## config.mk

```make
export PLATFORM = sky130hd
export DESIGN_NAME = smt_timer
export DESIGN_NICKNAME = d
export VERILOG_FILES = /design/src/inc/smt_pkg.sv /design/src/hdl/smt_edge_sync.sv /design/src/hdl/smt_timer.sv
export SDC_FILE = /design/constraint.sdc
export NUM_CORES = 1
export LEC_CHECK = 0
export ABC_AREA = 1
export BUFFER_PORTS_ARGS = -buffer_cell sky130_fd_sc_hd__buf_2
export CAP_MARGIN = 20
export CORE_AREA = 2 2 107 109
export CTS_CLUSTER_SIZE = 40
export DETAILED_ROUTE_END_ITERATION = 6
export DIE_AREA = 0 0 109 111
export PLACE_DENSITY = 0.63
export SLEW_MARGIN = 30
export SYNTH_ARGS = -nofsm -noshare
export SYNTH_HDL_FRONTEND = slang
export SYNTH_SLANG_ARGS = --single-unit
```

## constraint.sdc

```tcl
create_clock -name clk_i -period 2.3 [get_ports clk_i]
set_input_delay 0.46 -clock clk_i [delete_from_list [all_inputs] [get_ports clk_i]]
set_output_delay 0.46 -clock clk_i [all_outputs]
set_load 0.005 [all_outputs]
```

## src/inc/smt_pkg.sv

```systemverilog
package smt_pkg;
  // Register offsets on the plain register port
  localparam logic [3:0] ADDR_CTRL = 4'h0;
  localparam logic [3:0] ADDR_COUNT = 4'h1;
  localparam logic [3:0] ADDR_RELOAD = 4'h2;
  localparam logic [3:0] ADDR_STATUS = 4'h3;

  // Control field positions
  localparam int CTRL_EN_BIT = 15;
  localparam int CTRL_POL_BIT = 14;
  localparam int CTRL_OUTEN_BIT = 13;
  localparam int CTRL_INIT_BIT = 12;
  localparam int CTRL_MODE_LSB = 4;
  localparam int CTRL_PRE_LSB = 0;

  // Mode encodings in the control register
  localparam logic [1:0] MODE_CONT = 2'h0;
  localparam logic [1:0] MODE_COUNTER = 2'h1;
  localparam logic [1:0] MODE_COMPARE = 2'h2;
  localparam logic [1:0] MODE_GATED = 2'h3;

  // Values after reset and on reload
  localparam logic [15:0] CTRL_RESET = 16'h0000;
  localparam logic [15:0] COUNT_RESET = 16'h0001;
  localparam logic [15:0] RELOAD_RESET = 16'hFFFF;
  localparam logic [15:0] COUNT_RESTART = 16'h0001;
  localparam logic [6:0] PRE_ZERO = 7'h00;
endpackage

```

## src/hdl/smt_edge_sync.sv

```systemverilog
`timescale 1ns/100ps
`default_nettype none
// Two-flop synchroniser with edge and level qualification by polarity
module smt_edge_sync
(
  // Clock and reset
  input wire logic clk_i,
  input wire logic reset_i,
  // Pin and polarity
  input wire logic pin_i,
  input wire logic pol_i,
  // Qualified outputs
  output logic active_o,
  output logic edge_o,
  output logic fall_o
);
  typedef struct packed {
    logic s1;
    logic s2;
    logic s3;
  } smt_sync_t;

  smt_sync_t st_q;
  smt_sync_t st_d;

  // Shift chain; s1 is read only by s2
  always_comb
  begin
    st_d.s1 = pin_i;
    st_d.s2 = st_q.s1;
    st_d.s3 = st_q.s2;
  end

  always_ff @(posedge clk_i)
  begin
    if (reset_i)
      st_q <= '0;
    else
      st_q <= st_d;
  end

  // Polarity high means rising edge / high level is active
  assign active_o = st_q.s2 ~^ pol_i;
  assign edge_o = (st_q.s2 ~^ pol_i) & ~(st_q.s3 ~^ pol_i);
  assign fall_o = ~(st_q.s2 ~^ pol_i) & (st_q.s3 ~^ pol_i);
endmodule
`default_nettype wire

```

## src/hdl/smt_timer.sv

```systemverilog
// How it works
// - Continuous mode restarts the count at one after every reload.
// - A software start count only governs the first continuous pass.
// - Continuous mode counts prescaled system clocks, never the input pin.
// - Continuous period is reload value times prescale in system clocks.
// - A start other than one makes the first period start-to-reload.
// - Counter mode counts input pin edges, polarity bit picks edge.
// - Counter mode bypasses the prescaler; one edge adds exactly one.
// - Counter mode at reload raises interrupt, restarts at one, continues.
// - Counter mode toggles output pin at reload when output enabled.
// - Compare mode takes initial output level from control before enable.
// - Compare mode counts prescaled clocks; time is compare minus start.
// - Compare mode uses the reload register as compare value.
// - Gated mode counts only while input is at active level.
// - Gated mode interrupts on input going inactive and on reload.
// - Gated mode counts system clock up to 16-bit reload value.
// - Gated mode at reload sets count to one, continues if active.
// - Gated mode toggles output pin at reload when output enabled.
`timescale 1ns/100ps
`default_nettype none
module smt_timer
(
  // Clock and reset
  input wire logic clk_i,
  input wire logic reset_i,
  // Register port
  input wire logic [3:0] addr_i,
  input wire logic [15:0] wdata_i,
  input wire logic wr_i,
  input wire logic rd_i,
  output logic [15:0] rdata_o,
  // Timer pins
  input wire logic timer_in_i,
  output logic timer_out_o,
  output logic timer_irq_o
);
  typedef enum logic [2:0] {
    SMT_IDLE = 3'b001,
    SMT_RUN = 3'b010,
    SMT_HALT = 3'b100
  } smt_state_t;

  typedef struct packed {
    smt_state_t state;
    logic [15:0] ctrl;
    logic [15:0] count;
    logic [15:0] reload;
    logic [6:0] pre;
    logic out;
    logic irq;
    logic fired;
    logic [15:0] rdata;
  } smt_regs_t;

  smt_regs_t r_q;
  smt_regs_t r_d;

  logic pin_active;
  logic pin_edge;
  logic pin_fall;

  // Tick limit per prescale exponent, picked by the exponent field; eight
  // small compares keep the prescaler a plain up-counter with no shifter
  // in its feedback path
  logic [7:0] pre_lim_hit;

  // Limit for exponent g is 2^g minus one clocks
  for (genvar g = 0; g < 8; g++)
  begin : g_pre
    assign pre_lim_hit[g] = (r_q.pre == 7'((8'h01 << g) - 8'h01));
  end

  // Mode decode, used for every mode flag below
  function automatic logic mode_is(input logic [15:0] ctrl,
                                   input logic [1:0] code);
    mode_is = (ctrl[smt_pkg::CTRL_MODE_LSB +: 2] == code);
  endfunction

  // Register index decode, shared by the read and the write path
  function automatic logic addr_is(input logic [3:0] addr,
                                   input logic [3:0] idx);
    addr_is = (addr == idx);
  endfunction

  // Read view of one register index; unmapped indices read as zero
  function automatic logic [15:0] read_view(input logic [3:0] addr,
                                            input smt_regs_t r,
                                            input logic [15:0] stat);
    logic [15:0] v;
    v = 16'h0000;
    if (addr_is(addr, smt_pkg::ADDR_CTRL))
      v = r.ctrl;
    if (addr_is(addr, smt_pkg::ADDR_COUNT))
      v = r.count;
    if (addr_is(addr, smt_pkg::ADDR_RELOAD))
      v = r.reload;
    if (addr_is(addr, smt_pkg::ADDR_STATUS))
      v = stat;
    read_view = v;
  endfunction

  // Pin input passes two flops before any logic reads it
  smt_edge_sync u_sync
  (
    .clk_i(clk_i),
    .reset_i(reset_i),
    .pin_i(timer_in_i),
    .pol_i(r_q.ctrl[smt_pkg::CTRL_POL_BIT]),
    .active_o(pin_active),
    .edge_o(pin_edge),
    .fall_o(pin_fall)
  );

  // Decoded control, advance and match terms
  logic en;
  logic [1:0] mode;
  logic [2:0] pre_sel;
  logic tick;
  logic adv;
  logic hit;
  logic rel_hit;
  logic cmp_hit;
  logic [15:0] count_inc;
  logic [6:0] pre_next;
  logic m_cont;
  logic m_counter;
  logic m_compare;
  logic m_gated;
  logic [15:0] status;

  // Control fields; before the enable bit is set only polarity and, in compare mode, the initial level act
  assign en = r_q.ctrl[smt_pkg::CTRL_EN_BIT];
  assign mode = r_q.ctrl[smt_pkg::CTRL_MODE_LSB +: 2];
  assign pre_sel = r_q.ctrl[smt_pkg::CTRL_PRE_LSB +: 3];
  assign tick = pre_lim_hit[pre_sel];

  // Status view: synced pin active state (level qualified by polarity), output level, sticky event flag
  assign status = {13'h0000, r_q.fired, r_q.out, pin_active};

  // One flag per mode, all from the same decode
  assign m_cont = mode_is(r_q.ctrl, smt_pkg::MODE_CONT);
  assign m_counter = mode_is(r_q.ctrl, smt_pkg::MODE_COUNTER);
  assign m_compare = mode_is(r_q.ctrl, smt_pkg::MODE_COMPARE);
  assign m_gated = mode_is(r_q.ctrl, smt_pkg::MODE_GATED);

  // Count advance source per mode; the pin paths bypass the prescaler
  always_comb
  begin
    adv = 1'b0;
    if (m_cont)
      adv = tick;
    if (m_counter)
      adv = pin_edge;
    if (m_compare)
      adv = tick;
    if (m_gated)
      adv = pin_active;
  end

  // Next count; wraps at 16 bits, so a reload below the start count
  // costs a full lap before the first match
  assign count_inc = 16'(r_q.count + 16'h0001);

  // Prescaler phase for the next cycle; back to zero on each tick
  assign pre_next = tick ? smt_pkg::PRE_ZERO : 7'(r_q.pre + 7'h01);

  // Reload modes match on the advance that finds the count at reload,
  // so a pass runs 1..reload and lasts reload advances
  assign rel_hit = adv && (r_q.count == r_q.reload);

  // Compare matches on the advance that brings the count up to the
  // compare value, so the time is compare minus start advances
  assign cmp_hit = adv && (count_inc == r_q.reload);

  // Compare mode uses the reload register as its compare value
  assign hit = m_compare ? cmp_hit : rel_hit;

  // Next-state logic. Order of precedence inside one cycle: read capture,
  // then the state machine, then software writes, so a write to the count
  // register overrides whatever counting did that cycle.
  // The irq register is a one-cycle pulse and is cleared at the top, so
  // each cycle with an event is one high cycle on the interrupt output; events in one cycle share it.
  always_comb
  begin
    r_d = r_q;
    r_d.irq = 1'b0;
    r_d.rdata = 16'h0000;
    // Read data stand for one cycle only and are zero otherwise
    if (rd_i)
      r_d.rdata = read_view(addr_i, r_q, status);
    case (r_q.state)
      SMT_IDLE:
      begin
        // Disabled: count holds, no event; in compare mode output tracks initial level
        // so the compare output starts from it on the first enabled cycle
        r_d.pre = smt_pkg::PRE_ZERO;
        if (m_compare)
          r_d.out = r_q.ctrl[smt_pkg::CTRL_INIT_BIT];
        if (en)
          r_d.state = SMT_RUN;
      end
      SMT_RUN:
      begin
        if (!en)
        begin
          // Leaving mid-period drops the prescale phase; the count stays
          // where it was, so a later enable resumes from it
          r_d.pre = smt_pkg::PRE_ZERO;
          r_d.state = SMT_IDLE;
        end
        else
        begin
          case (mode)
            smt_pkg::MODE_CONT:
            begin
              // Prescaled system clock; the first pass starts from the
              // loaded count, every later one from one, so only the
              // first period depends on what software loaded
              r_d.pre = pre_next;
              if (hit)
              begin
                r_d.irq = 1'b1;
                r_d.fired = 1'b1;
                if (r_q.ctrl[smt_pkg::CTRL_OUTEN_BIT])
                  r_d.out = ~r_q.out;
                r_d.count = smt_pkg::COUNT_RESTART;
              end
              else if (adv)
                r_d.count = count_inc;
            end
            smt_pkg::MODE_COUNTER:
            begin
              // Qualified pin edges only; the prescaler is parked so one
              // edge is exactly one count. Pins faster than half of
              // the clock rate lose edges in the synchroniser.
              r_d.pre = smt_pkg::PRE_ZERO;
              if (hit)
              begin
                r_d.irq = 1'b1;
                r_d.fired = 1'b1;
                if (r_q.ctrl[smt_pkg::CTRL_OUTEN_BIT])
                  r_d.out = ~r_q.out;
                r_d.count = smt_pkg::COUNT_RESTART;
              end
              else if (adv)
                r_d.count = count_inc;
            end
            smt_pkg::MODE_COMPARE:
            begin
              // One-shot compare: the count parks on the compare value
              // and the timer halts until software disables it; a start
              // at or above the compare value matches only after the count wraps
              r_d.pre = pre_next;
              if (hit)
              begin
                r_d.irq = 1'b1;
                r_d.fired = 1'b1;
                if (r_q.ctrl[smt_pkg::CTRL_OUTEN_BIT])
                  r_d.out = ~r_q.out;
                r_d.count = r_q.reload;
                r_d.state = SMT_HALT;
              end
              else if (adv)
                r_d.count = count_inc;
            end
            smt_pkg::MODE_GATED:
            begin
              // Every system clock while the gate is open; the gate
              // closing is an event of its own, even with no reload.
              // Gate edges reach the counter two to three clocks late.
              r_d.pre = smt_pkg::PRE_ZERO;
              if (hit)
              begin
                r_d.irq = 1'b1;
                r_d.fired = 1'b1;
                if (r_q.ctrl[smt_pkg::CTRL_OUTEN_BIT])
                  r_d.out = ~r_q.out;
                r_d.count = smt_pkg::COUNT_RESTART;
              end
              else if (adv)
                r_d.count = count_inc;
              if (pin_fall)
              begin
                r_d.irq = 1'b1;
                r_d.fired = 1'b1;
              end
            end
            default: r_d.pre = smt_pkg::PRE_ZERO;
          endcase
        end
      end
      SMT_HALT:
      begin
        // Compare done: hold until software disables the timer; the
        // output keeps its toggled level until then
        r_d.pre = smt_pkg::PRE_ZERO;
        if (!en)
          r_d.state = SMT_IDLE;
      end
      default: r_d.state = SMT_IDLE;
    endcase
    // Software writes come last and win over counting in the same cycle;
    // unmapped indices fall through every test and change nothing
    if (wr_i && addr_is(addr_i, smt_pkg::ADDR_CTRL))
      r_d.ctrl = wdata_i;
    if (wr_i && addr_is(addr_i, smt_pkg::ADDR_COUNT))
      r_d.count = wdata_i;
    if (wr_i && addr_is(addr_i, smt_pkg::ADDR_RELOAD))
      r_d.reload = wdata_i;
    // Clearing the sticky flag loses to an event in the same cycle, so
    // software never misses an event that lands on its own clear
    if (wr_i && addr_is(addr_i, smt_pkg::ADDR_STATUS) && wdata_i[2]
        && !r_d.irq)
      r_d.fired = 1'b0;
  end

  // One register for all state; synchronous reset puts every field at
  // its reset value, so the first cycle after release starts idle with
  // the timer disabled
  always_ff @(posedge clk_i)
  begin
    if (reset_i)
    begin
      r_q.state <= SMT_IDLE;
      r_q.ctrl <= smt_pkg::CTRL_RESET;
      r_q.count <= smt_pkg::COUNT_RESET;
      r_q.reload <= smt_pkg::RELOAD_RESET;
      r_q.pre <= smt_pkg::PRE_ZERO;
      r_q.out <= 1'b0;
      r_q.irq <= 1'b0;
      r_q.fired <= 1'b0;
      r_q.rdata <= 16'h0000;
    end
    else
      r_q <= r_d;
  end

  // Outputs straight from flops, so the pins and the read bus carry no
  // decode glitches; the cost is one cycle of latency on each
  assign rdata_o = r_q.rdata;
  assign timer_out_o = r_q.out;
  assign timer_irq_o = r_q.irq;
endmodule
`default_nettype wire

```

# After elaboration in Yosys (flattened, before gate mapping)
# Cells that the tools add are included.
# word_totals
regBits	80
inputBits	25
out_inout_bits	18
elab_cells	109
# classes
add_sub_neg	2
order_cmp	1
eq_ne	24
muxes	35
n_bitwise	8
n_reduce_logical	26
# ops
op	count
16-bit two-way mux	9
16-bit equality test	2
16-bit one-hot mux with 2 select lines	1
10-bit one-hot mux with 3 select lines	1
3-bit two-way mux	8
16-bit by 1-bit adder with 16-bit output (second input constant)	1
7-bit two-way mux	2
7-bit one-hot mux with 2 select lines	1
3-bit one-hot mux with 3 select lines	1
4-bit by 2-bit equality test with 1-bit output (second input constant)	2
1-bit logical AND	8
1-bit two-way mux	8
2-bit != test (second input constant)	4
2-bit nonzero test	4
2-bit OR reduction	4
7-bit by 1-bit adder with 7-bit output (second input constant)	1
7-bit by 1-bit equality test with 1-bit output (second input constant)	1
7-bit by 2-bit equality test with 1-bit output (second input constant)	1
7-bit by 3-bit equality test with 1-bit output (second input constant)	1
7-bit by 4-bit equality test with 1-bit output (second input constant)	1
7-bit by 5-bit equality test with 1-bit output (second input constant)	1
7-bit by 6-bit equality test with 1-bit output (second input constant)	1
7-bit equality test (second input constant)	1
7-bit logical NOT	1
other kinds (21)	31

# Logic depth before layout (Yosys ltp)
# Gate-level depths: netlist of the first run.
# depth
word_depth	17
depth_mapped	21
mapped_depth_nobuf	20

# By module
# A second synthesis of the first run with hierarchy kept.
# unflattened
hier_cells	849
area_unflattened_um2	5291.3
# modules_own_cells
mod	instances	cells_each	area_each_um2	seq_area_each_um2
smt_timer	1	824	5141.2	1541.5
smt_edge_sync	1	25	150.1	60.1

# Worst setup path before layout of the first run
# No wires, ideal clock.
# synth_timing
kind	reg-to-reg
startpoint	register r_q[42] (netlist bit)
endpoint	register r_q (netlist bit timer_out_o)
setup_ns	0.113
arrival_ns	2.001
t_required_ns	2.187
setup_slack_ns	0.187
stages_incl_launch_ff	16
path_buffers	1
synth_period_minus_slack_ns	2.113
path_cell_list	dfxtp_1 ha_1 nand3_1 o21ai_0 nand3_2 nand3_1 nand3_1 nor2_1 nand3_2 nor2_4 nand2_2 buf_6 nand2_4 nand2_2 nor2_1 nor2_1
# synth_via
elab_chain_len	8
word_cells_on_any_way	10
classes_between	add/sub (1); eq/ne (2); mux (5); reduce/logical (2)
# synth_rtl
item	line	rtl
start: declaration	smt_timer.sv:55	smt_regs_t r_q;
start signal: assignment	smt_timer.sv:335	r_q <= r_d;
16-bit by 1-bit adder with 16-bit output	smt_timer.sv:162	assign count_inc = 16'(r_q.count + 16'h0001);
16-bit equality test	smt_timer.sv:173	assign cmp_hit = adv && (count_inc == r_q.reload);
1-bit logical AND	smt_timer.sv:173	
1-bit two-way mux (*)	smt_timer.sv:176	assign hit = m_compare ? cmp_hit : rel_hit;
3-bit two-way mux (*)	--	
10-bit one-hot mux with 3 select lines (*)	--	
3-bit two-way mux (*)	--	
1-bit one-hot mux with 2 select lines (*)	--	
# Mark *: on every way between the ends. The rest lies on a longest branch, timed or not. The select of a mux whose other input is x is not followed.
# A chain may end at the register's enable or synchronous reset.

# Worst setup path in the final report of the first run
# layout_timing
startpoint	register r_q[43] (netlist bit)
endpoint	register r_q[76] (netlist bit)
# layout_via
elab_chain_len	6
word_cells_on_any_way	8
classes_between	add/sub (1); eq/ne (3); mux (1); reduce/logical (3)
# layout_rtl
item	line
16-bit by 1-bit adder with 16-bit output	smt_timer.sv:162
16-bit equality test	smt_timer.sv:173
1-bit logical AND	smt_timer.sv:173
1-bit two-way mux (*)	smt_timer.sv:176
3-bit != test (no line) (*)	--
4-bit AND reduction (no line) (*)	--
# Mark *: on every way between the ends. The rest lies on a longest branch, timed or not.

==> out/summary.txt, run 1 <==
Status: complete, but fails checks
Violations in the final reports: negative setup slack
Root buf cell: clkbuf_16
Vias in the first global route: 5053
Tightest Pin Transition: 0.958 ns
FF-to-FF Start: r_q[43]
Final Cycle Share: 105%
Row count: 39
Class of the most critical setup path: flop to flop
Critical Path, Cell by Cell: ha_4 -> nand2_4 -> nor2_4 -> nand2_1 -> nand3_2 -> nand2_1 -> nand2_1 -> nand3_1 -> nor2_2 -> nand3_4 -> nor2_4 -> nand2_4 -> buf_12 -> nand2_8 -> buf_4 -> nand3_4 -> a21oi_2
Wirelength, routed: 17400 microns
CTS Buf Count: 9
I/O Buffers: 42
Slack of the critical path: -0.107 ns
CTS tree: yes
# Max-Cap Violations: 0
Die area: 12100 sq um
Data required, critical path: 2.59 ns
H-tree levels: 3
Die width: 109 microns
Maximum VDD drop: 0.000536 V
Num Clock Sinks: 80
Critical Path Stages: 17
First-pass GRT wire length: 26000 microns
Final cell count without fillers: 1002
Inst Count DP: 968
Net Count, Synth: 830
CP arrival: 2.70 ns
Seq/Total Area, Yosys: 31.9%
Die Y: 111 microns
Largest cells by area after synthesis: dfxtp_1, nand2_1, nand3_1
FMAX: 415 MHz
Filler cell count: 1051
Drt wl/cell: 17.4 microns
Minimum clock period: 2.41 ns
Starting Density: 45.3%
Core box area: 11100 sq um
Initial antenna violation count: 0
Layout cells sized above 1: 23.7%
CP max FO: 5
Post-synth cell types: 34
Yosys top cell area share: 31.9%
Yosys warns: 0
Worst path max stage delay: 0.36 ns
R2r setup slk: -0.11 ns
Largest area contributor in the netlist: dfxtp_1
Clock skew: 0.00813 ns
CP bufs+invs: 2
Most used cell, CP: nand2_1
Crit-path slowest cell: dfxtp_2
Initial DRC count: 556
Pre-CTS WS: -0.0876 ns
Synthesized area per cell: 6.27 sq um
Worst setup endpoint: r_q[76]
Layout net count: 883
Metal-1 WL: 7450 microns
Antenna Nets Post-Route: 0
Pwr per Cell Area: 525 nW/um^2
Critical path origin: r_q[43]
Antenna cell count: 0
CTS clk-pin slew, worst paths: 0.07 ns
Min-delay worst type: input pin to flop
Synth-to-layout area growth: 26.3%
Hold Vio Cnt, Final: 0
Synth Instances: 801
Slew Limit Fails: 0
Total track usage: 27.8%
Synthesized cell area: 5020 sq um
# DRC: 0
CTS max path bufs: 2
Placed Area: 5430 sq um
Worst Setup Start Kind: flop
Drt via density: 5.62
Worst Setup End Kind: flop
Gr ovfl total: 0
Largest net degree at the start of global routing: 40
DR vias: 5628
RSZ-0062 raised after global routing: true
DR WL met3: 1540 microns
Placer Congestion: 0.953
Final instance area: 6340 sq um
Final Util: 57.2%
Final HPWL DP: 11500 microns
Power Total: 3.33 mW
WL met2: 8000 microns
I/O pin count: 43
Pleak: 2.81 nW
Final setup vio count: 20
Clock Latency Late Sink: 0.36 ns
Synth Register Bits: 80
Number of hold buffers added after CTS: 0
Initial DRT Pass Iterations: 6
Slew headroom: 35.9%
Worst r2r dst: r_q[76]
Top sig layer: met4
Register-to-Register Path Depth: 17
Worst path top cell family by delay: simple AND/OR/NAND/NOR gates
==> layer usage <==
metal | GRT usage [%] | vias up
met3 | 4.17 | 37
met1 | 39.2 | 2629
met5 | 0 | -
met2 | 43.2 | 259
li1 | - | 2703
met4 | 8.80 | 0
==> sequential cells by signal, indices dropped and copies added (netlist names) <==
name / cells
mode: 2
u_sync.st_q: 1
timer_irq_o: 1
u_sync.st_d: 2
timer_out_o: 1
en: 1
pre_sel: 3
rdata_o: 16
r_q: 53
==> placed cells by master, fill, tap and decap left out, types with 19 or more instances in the layout <==
| master | instances |
|---|---|
| nand2_1 | 174 |
| inv_1 | 114 |
| nand3_1 | 79 |
| dfxtp_1 | 72 |
| o21ai_0 | 59 |
| nor2_1 | 54 |
| buf_2 | 42 |
| a21oi_1 | 31 |
| buf_4 | 31 |
| o22ai_1 | 19 |
| nand3_2 | 19 |
| o211ai_1 | 19 |
==> where the power goes <==
part | total [mW] | internal (mW) | switching [mW] | leakage [nW]
Combinational | 0.404 | 0.135 | 0.269 | 2.03
Clock | 1.48 | 0.845 | 0.637 | 0.131
Sequential | 1.44 | 1.42 | 0.0275 | 0.652
Total | 3.33 | 2.40 | 0.933 | 2.81
==> repair_timing <==
| item | in CTS | in global routing |
|---|---|---|
| gates resized for setup | 5 | 108 |
| gates cloned | 0 | 5 |
| pin swaps | 1 | 44 |
| setup endpoints to repair | 21 | 21 |
| setup buffers | 1 | 12 |
==> cell usage after synthesis, drive strengths merged <==
cell type    n
nor3         6
a221oi       1
a31oi        2
inv        124
nor2        68
o32ai        3
nand3      102
a21oi       42
buf         27
o211ai      19
ha           4
o21ai       72
nand4        5
o22ai       19
o311ai       1
dfxtp       80
xnor2        2
nand2      197
clkbuf      21
xor2         6
==> worst min-delay path by stage <==
stage,startpoint,to,slack [ns],depth (start not counted)
2_1_floorplan,u_sync.st_d[1],u_sync.st_d[0],0.39,2
3_5_place_dp,u_sync.st_d[1],u_sync.st_d[0],0.40,2
4_1_cts,timer_in_i,u_sync.st_d[1],0.34,3
6_report,timer_in_i,u_sync.st_d[1],0.34,3
5_1_grt,timer_in_i,u_sync.st_d[1],0.34,3
3_3_place_gp,u_sync.st_d[1],u_sync.st_d[0],0.39,2
==> area by class of cell <==
| class | count | area (sq um) | area share, % |
|---|---|---|---|
| inverter | 124 | 472 | 7.44 |
| tap | 143 | 179 | 2.82 |
| clock buffer | 10 | 229 | 3.61 |
| clock inverter | 6 | 68.8 | 1.09 |
| timing repair buffer | 90 | 759 | 12.0 |
| sequential | 80 | 1620 | 25.5 |
| multi-input combinational | 549 | 3010 | 47.5 |
==> cell families (layout without fill, tap and decap cells) <==
logic type / Yosys count / after routing / share of synthesized area (%)
simple gates: 378 / 378 / 33.0
buf+inv: 172 / 230 / 14.9
compound gates: 159 / 159 / 17.8
flops: 80 / 80 / 31.9
xor+xnor: 8 / 8 / 1.40
fa+ha+maj: 4 / 4 / 0.997
==> tightest hold or removal path: cells and delay by family <==
family / cells / cell delay (ns)
AND/OR/NAND/NOR: 1 / 0.04
buffers and inverters: 2 / 0.14
==> stage by stage <==
step	hold slack [ns]	TNS (ns)
5_1_grt	0.339	-2.88
3_5_place_dp	0.400	-0.997
4_1_cts	0.337	0
6_report	0.340	-1.09
3_3_place_gp	0.389	-0.0276
2_1_floorplan	0.388	0
No activity file was read; power rests on OpenSTA's default activity.
==> inputs of run 2 (changes only) <==
- clock period: 2.3 -> 2.6 ns (I/O delays scaled with it)
==> run 2 against run 1 <==
The flow now finishes without violations. Utilization decreased by 6.4 points. Sequential cell count unchanged. Register-to-register slack improved by 0.35 ns. Critical endpoint is now r_q[55]. Count of clock-buffer cells in the layout unchanged. First-iteration DRC count increased by 6.8%. Final area decreased by 11%. Global-route usage about the same. Largest power group is now registers. Combinational power decreased by 25%. Power decreased by 17%. Clock skew decreased by 0.0018 ns.
==> out/summary.txt, run 2 (synthesis gave the netlist of run 1 again) <==
Status: complete, no violations
Root buf cell: clkbuf_16
Antenna cell count: 0
Clock Latency Late Sink: 0.35 ns
Filler cell count: 1116
Initial antenna violation count: 0
Drt wl/cell: 16.4 microns
Synth-to-layout area growth: 12.2%
Drt via density: 5.44
Starting Density: 45.3%
Die width: 109 microns
# Max-Cap Violations: 0
Initial DRT Pass Iterations: 5
Register-to-Register Path Depth: 15
Class of the most critical setup path: flop to flop
Slew headroom: 35.4%
CP max FO: 15
Commonest non-fill, non-tap cell in the layout: nand2_1
Antenna Nets Post-Route: 0
Worst r2r dst: r_q[55]
Hold Vio Cnt, Final: 0
Tightest Pin Transition: 0.965 ns
CTS max path bufs: 2
Total track usage: 27.8%
Power Total: 2.78 mW
Min-delay worst type: input pin to flop
Pleak: 2.52 nW
FMAX: 424 MHz
Most frequent cells in the layout: nand2_1, inv_1, nand3_1
Max reg flops: 53
Num Clock Sinks: 80
H-tree levels: 3
Inst Count DP: 955
FF-to-FF Start: r_q[44]
Final HPWL DP: 11200 microns
Layout cells sized above 1: 12.3%
Final cell count without fillers: 970
Die Y: 111 microns
Largest net degree at the start of global routing: 40
Final setup vio count: 0
Die area: 12100 sq um
Gr ovfl total: 0
Final Cycle Share: 90.7%
CP arrival: 2.63 ns
Placer Congestion: 0.968
Core box area: 11100 sq um
CTS Buf Count: 9
Clock skew: 0.00637 ns
First-pass GRT wire length: 26000 microns
R2r setup slk: 0.24 ns
Worst setup endpoint: r_q[55]
CTS clk-pin slew, worst paths: 0.06 ns
Slew Limit Fails: 0
Initial DRC count: 594
Vias in the first global route: 4991
Minimum clock period: 2.36 ns
Maximum VDD drop: 0.000345 V
CTS tree: yes
Row count: 39
DR vias: 5272
I/O pin count: 43
I/O Buffers: 42
Wirelength, routed: 15900 microns
Worst Setup End Kind: flop
Pwr per Cell Area: 494 nW/um^2
Data required, critical path: 2.88 ns
Biggest register: r_q
Critical path origin: r_q[44]
# DRC: 0
Worst Setup Start Kind: flop
Layout net count: 852
==> run 2: cell types whose count changed in the layout (fill, tap and decap cells not counted), moves of 7 or more <==
cell and change:
nand3_1 +20, buf_4 -18, nand2_1 +17, nand3_2 -16, nand2_2 -13, a21oi_1 +11, a21oi_2 -11, o21ai_0 +9
inv_1 +8, inv_2 -7
==> run 2: where the power goes <==
group	internal [mW]	switching [mW]	leakage, nW	total (mW)
clock network	0.665	0.532	0.130	1.20
logic	0.0941	0.207	1.74	0.302
registers	1.26	0.0249	0.649	1.28
total	2.02	0.765	2.52	2.78
==> run 2: layout make-up <==
type	instances	area [sq um]	area share, %
multi-input combinational	549	2730	48.4
sequential	80	1610	28.5
inverter	124	468	8.31
timing repair buffer	59	379	6.73
clock buffer	10	239	4.24
tap	143	179	3.18
clock inverter	5	33.8	0.600
==> run 2: metal layers <==
metal	GRT usage [%]	part of all wire, %	up-vias
met4	12.1	2.2	0
li1	-	-	2634
met2	41.9	44	210
met1	39.1	47	2405
met3	3.76	6.8	23
met5	0	0	-
==> run 2: what timing repair did <==
item                       in CTS  in global routing
gates resized for setup         0                 20
buffers inserted                0                  0
setup endpoints to repair       0                 21
hold buffers                    0                  0
==> run 2: critical path, stage by stage, from the launching register on <==
cell and delay, ns:
dfxtp_1 0.46, nand3_1 0.18, nor2_1 0.23, nand2_1 0.10
nand3_1 0.11, nand2_1 0.05, nand2_1 0.05, nand3_1 0.07
nor2_1 0.16, nand3_2 0.11, nor2_4 0.22, buf_12 0.19
nand3_1 0.08, nand2_1 0.07, nand2_1 0.04, a21oi_1 0.15
==> run 2: worst min path at each step <==
stage,cells after the start,end,start
CTS,3,u_sync.st_d[1],timer_in_i
detailed placement,2,u_sync.st_d[0],u_sync.st_d[1]
floorplan,2,u_sync.st_d[0],u_sync.st_d[1]
global placement,2,u_sync.st_d[0],u_sync.st_d[1]
global route,3,u_sync.st_d[1],timer_in_i
finish,3,u_sync.st_d[1],timer_in_i
==> run 2: metrics by stage <==
stage          TNS [ns]  worst slack, ns  util (%)  cell area (sq um)  hold WS (ns)
5_1_grt         -0.0686          -0.0238      50.9               5630         0.403
3_5_place_dp          0           0.0296      47.7               5280         0.394
6_report              0            0.242      50.9               5630         0.376
4_1_cts               0           0.0154      50.1               5550         0.365
2_1_floorplan         0            0.487         -               5020         0.388
3_3_place_gp          0           0.0437      47.7               5280         0.392
==> inputs of run 3 (changes only) <==
- CORE_AREA: 2 2 107 109 -> 2 2 110 112
- DIE_AREA: 0 0 109 111 -> 0 0 112 114
- SYNTH_HIERARCHICAL: default -> 1
==> run 3 against run 2 <==
Final area is 8.0% higher. Die area is 5.5% higher. First-iteration DRC count is 20% lower. Utilization is 1.1 points higher. Fmax is 3.2% lower. Non-clock buffer count is 20 higher. Wire length is 1.9% higher. Combinational power is 24% lower. Critical path depth is 3 higher. Largest cell class unchanged. Largest power group is now clock.
==> out/summary.txt, run 3 <==
Status: complete, no violations
NetSw: 0.734 mW
Pleak: 2.76 nW
Slew headroom: 38.5%
FMAX: 410 MHz
Hold Vio Cnt, Final: 0
Share of power burned in registers: 42.1%
Hold Path Depth: 3
Initial DRT Pass Iterations: 5
Crit-path slowest cell: dfxtp_2
Post-Synth XOR/XNOR Area: 0.993%
Final Cycle Share: 93.7%
Worst r2r dst: r_q[56]
Register-to-Register Path Depth: 18
Num Clock Sinks: 80
Placed Area: 5680 sq um
Max reg flops: 53
# Max-Cap Violations: 0
Layout cells sized above 1: 16.7%
Placer Congestion: 0.908
Most frequent cell after synthesis: nand2_1
Initial antenna violation count: 0
Synth Register Bits: 80
CP arrival: 2.72 ns
Yosys top cell area share: 30.3%
Pint: 2.26 mW
Starting Density: 45.2%
Root buf cell: clkbuf_16
Clock power frac: 50.2%
Vias in the first global route: 4934
Antenna Nets Post-Route: 0
CP max FO: 21
Post-synthesis mux area share: 0%
EDFF count, synth: 0
First-pass GRT wire length: 26300 microns
Simple-gate portion of the synthesized area: 33.8%
Final instance area: 6080 sq um
Area of the multi-input gates: 2930 sq um
Antenna cell count: 0
Largest net degree at the start of global routing: 40
Biggest register: r_q
Worst path top cell family by delay: simple AND/OR/NAND/NOR gates
Filler cell count: 1237
Drt wl/cell: 15.6 microns
Pwr per Cell Area: 492 nW/um^2
Worst path max stage delay: 0.44 ns
Complex-gate fraction of the synthesized area: 19.2%
Gr ovfl total: 0
DR vias: 5569
Total track usage: 25.9%
Final HPWL DP: 11800 microns
Class of the most critical setup path: flop to flop
Maximum VDD drop: 0.000355 V
Commonest non-fill, non-tap cell in the layout: nand2_1
H-tree levels: 3
Net Sw Frac: 24.5%
Synth-to-layout area growth: 15.0%
Row count: 40
Synth cell count leaders: nand2_1, inv_1, dfxtp_1, nand3_1, nor2_1
Most frequent cells in the layout: nand2_1, inv_1, nand3_1
Die width: 112 microns
Post-synthesis adder-cell area fraction: 0.946%
Initial DRC count: 477
I/O Buffers: 42
CP bufs+invs: 4
Final hold slack: 0.372 ns
Most used cell, CP: nand2_1
Synthesized cell area: 5290 sq um
Seq/Total Area, Yosys: 30.3%
Core box area: 11700 sq um
FFs w/ async S/R, synth: 0%
Synthesized area per cell: 6.23 sq um
Worst Setup End Kind: flop
Combinational power share: 7.7%
Minimum clock period: 2.44 ns
CTS max path bufs: 2
R2r setup slk: 0.16 ns
Synth Instances: 849
Die Y: 114 microns
Net Count, Synth: 878
Power Total: 3.00 mW
Wirelength, routed: 16200 microns
I/O pin count: 43
Critical Path, Cell by Cell: inv_1 -> nor2_2 -> buf_12 -> nand3_1 -> nand3_1 -> nand2_1 -> clkinv_1 -> nand2_1 -> nor2_1 -> nand3_1 -> nor2_2 -> nand3_4 -> nor2_4 -> buf_4 -> nand2_1 -> nand2_1 -> nand2_1 -> a21oi_2
Die area: 12800 sq um
Slew Limit Fails: 0
FF-to-FF Start: mode[1]
Register area: 1600 sq um
Top FF cell, synth: dfxtp_1
Critical Path Stages: 18
Largest family of logic cells by synthesized area: simple AND/OR/NAND/NOR gates
Min-delay worst type: input pin to flop
Drt via density: 5.36
Data required, critical path: 2.88 ns
# DRC: 0
Post-synth cell types: 35
CTS tree: yes
CTS clk-pin slew, worst paths: 0.07 ns
Number of hold buffers added after CTS: 0
Yosys warns: 6
Min-Delay Startpoint: timer_in_i
Layout net count: 916
Tightest Pin Transition: 0.919 ns
Clock Latency Late Sink: 0.35 ns
Largest area contributor in the netlist: dfxtp_1
Clock skew: 0.00898 ns
Worst Setup Start Kind: flop
CTS Buf Count: 9
Largest cells by area after synthesis: dfxtp_1, nand2_1, inv_1
Hold EP: u_sync/st_d[1]
Final setup vio count: 0
-- run 3: changes by cell type after synthesis, sizes merged, moves of 4 or more --
cell	change
inv	+4
nand2	+43
nand3	-20
nor2	+9
o21ai	-6
o21bai	+15
-- run 3: tightest hold or removal path, delay by kind of cell --
family                 cells  cell delay (ns)
AND/OR/NAND/NOR            1             0.06
buffers and inverters      2             0.10
-- run 3: layout make-up --
class	instances	area share, %
clock buffers	9	3.70
clock inverters	7	1.93
inverters	129	7.96
multi-input cells	588	48.2
flip-flops and latches	80	26.4
well taps	147	3.02
repair buffers	79	8.84
-- run 3: cells by family after synthesis --
kind of cell	count (synthesis)
AND/OR/NAND/NOR	411
buffers and inverters	181
AO/OA/AOI/OAI	167
flip-flops	80
adder cells (fa/ha/maj)	4
XOR/XNOR	6
-- run 3: layer usage --
metal	wire length [microns]	track usage, %	part of all wire, %
met3	1130	3.67	7.0
met2	6940	39.3	43
met4	265	7.48	1.6
met1	7910	38.5	49
met5	0	0	0
-- run 3: what timing repair did --
action                                  4_1_cts  5_1_grt
endpoints found under the setup margin        0       19
gates resized for setup                       0        7
setup buffers                                 0        2
-- run 3: stage by stage --
stage / worst slack (ns) / std cells / setup TNS [ns] / util [%]
2_1_floorplan: 0.441 / 849 / 0 / -
3_3_place_gp: 0.0766 / 1021 / 0 / 48.5
3_5_place_dp: 0.109 / 1021 / 0 / 48.5
4_1_cts: 0.0682 / 1037 / 0 / 51.4
5_1_grt: -0.00783 / 1039 / -0.0107 / 51.9
6_report: 0.164 / 1039 / 0 / 51.9
-- run 3: worst max-delay path by stage --
stage | from | end
final | mode[1] | r_q[56]
after global routing | mode[1] | r_q[56]
after CTS | mode[1] | r_q[56]
after detailed placement | mode[1] | r_q[56]
after global placement | mode[1] | timer_out_o
after floorplan | r_q[43] | r_q[50]
-- run 3: power by group through the flow --
| stage | logic, mW | clock network, mW | registers, mW |
|---|---|---|---|
| after floorplan | 0.141 | 0 | 1.28 |
| after global placement | 0.226 | 0 | 1.29 |
| after detailed placement | 0.226 | 0 | 1.29 |
| after CTS | 0.228 | 1.51 | 1.26 |
| after global routing | 0.255 | 1.57 | 1.26 |
| final | 0.231 | 1.50 | 1.26 |
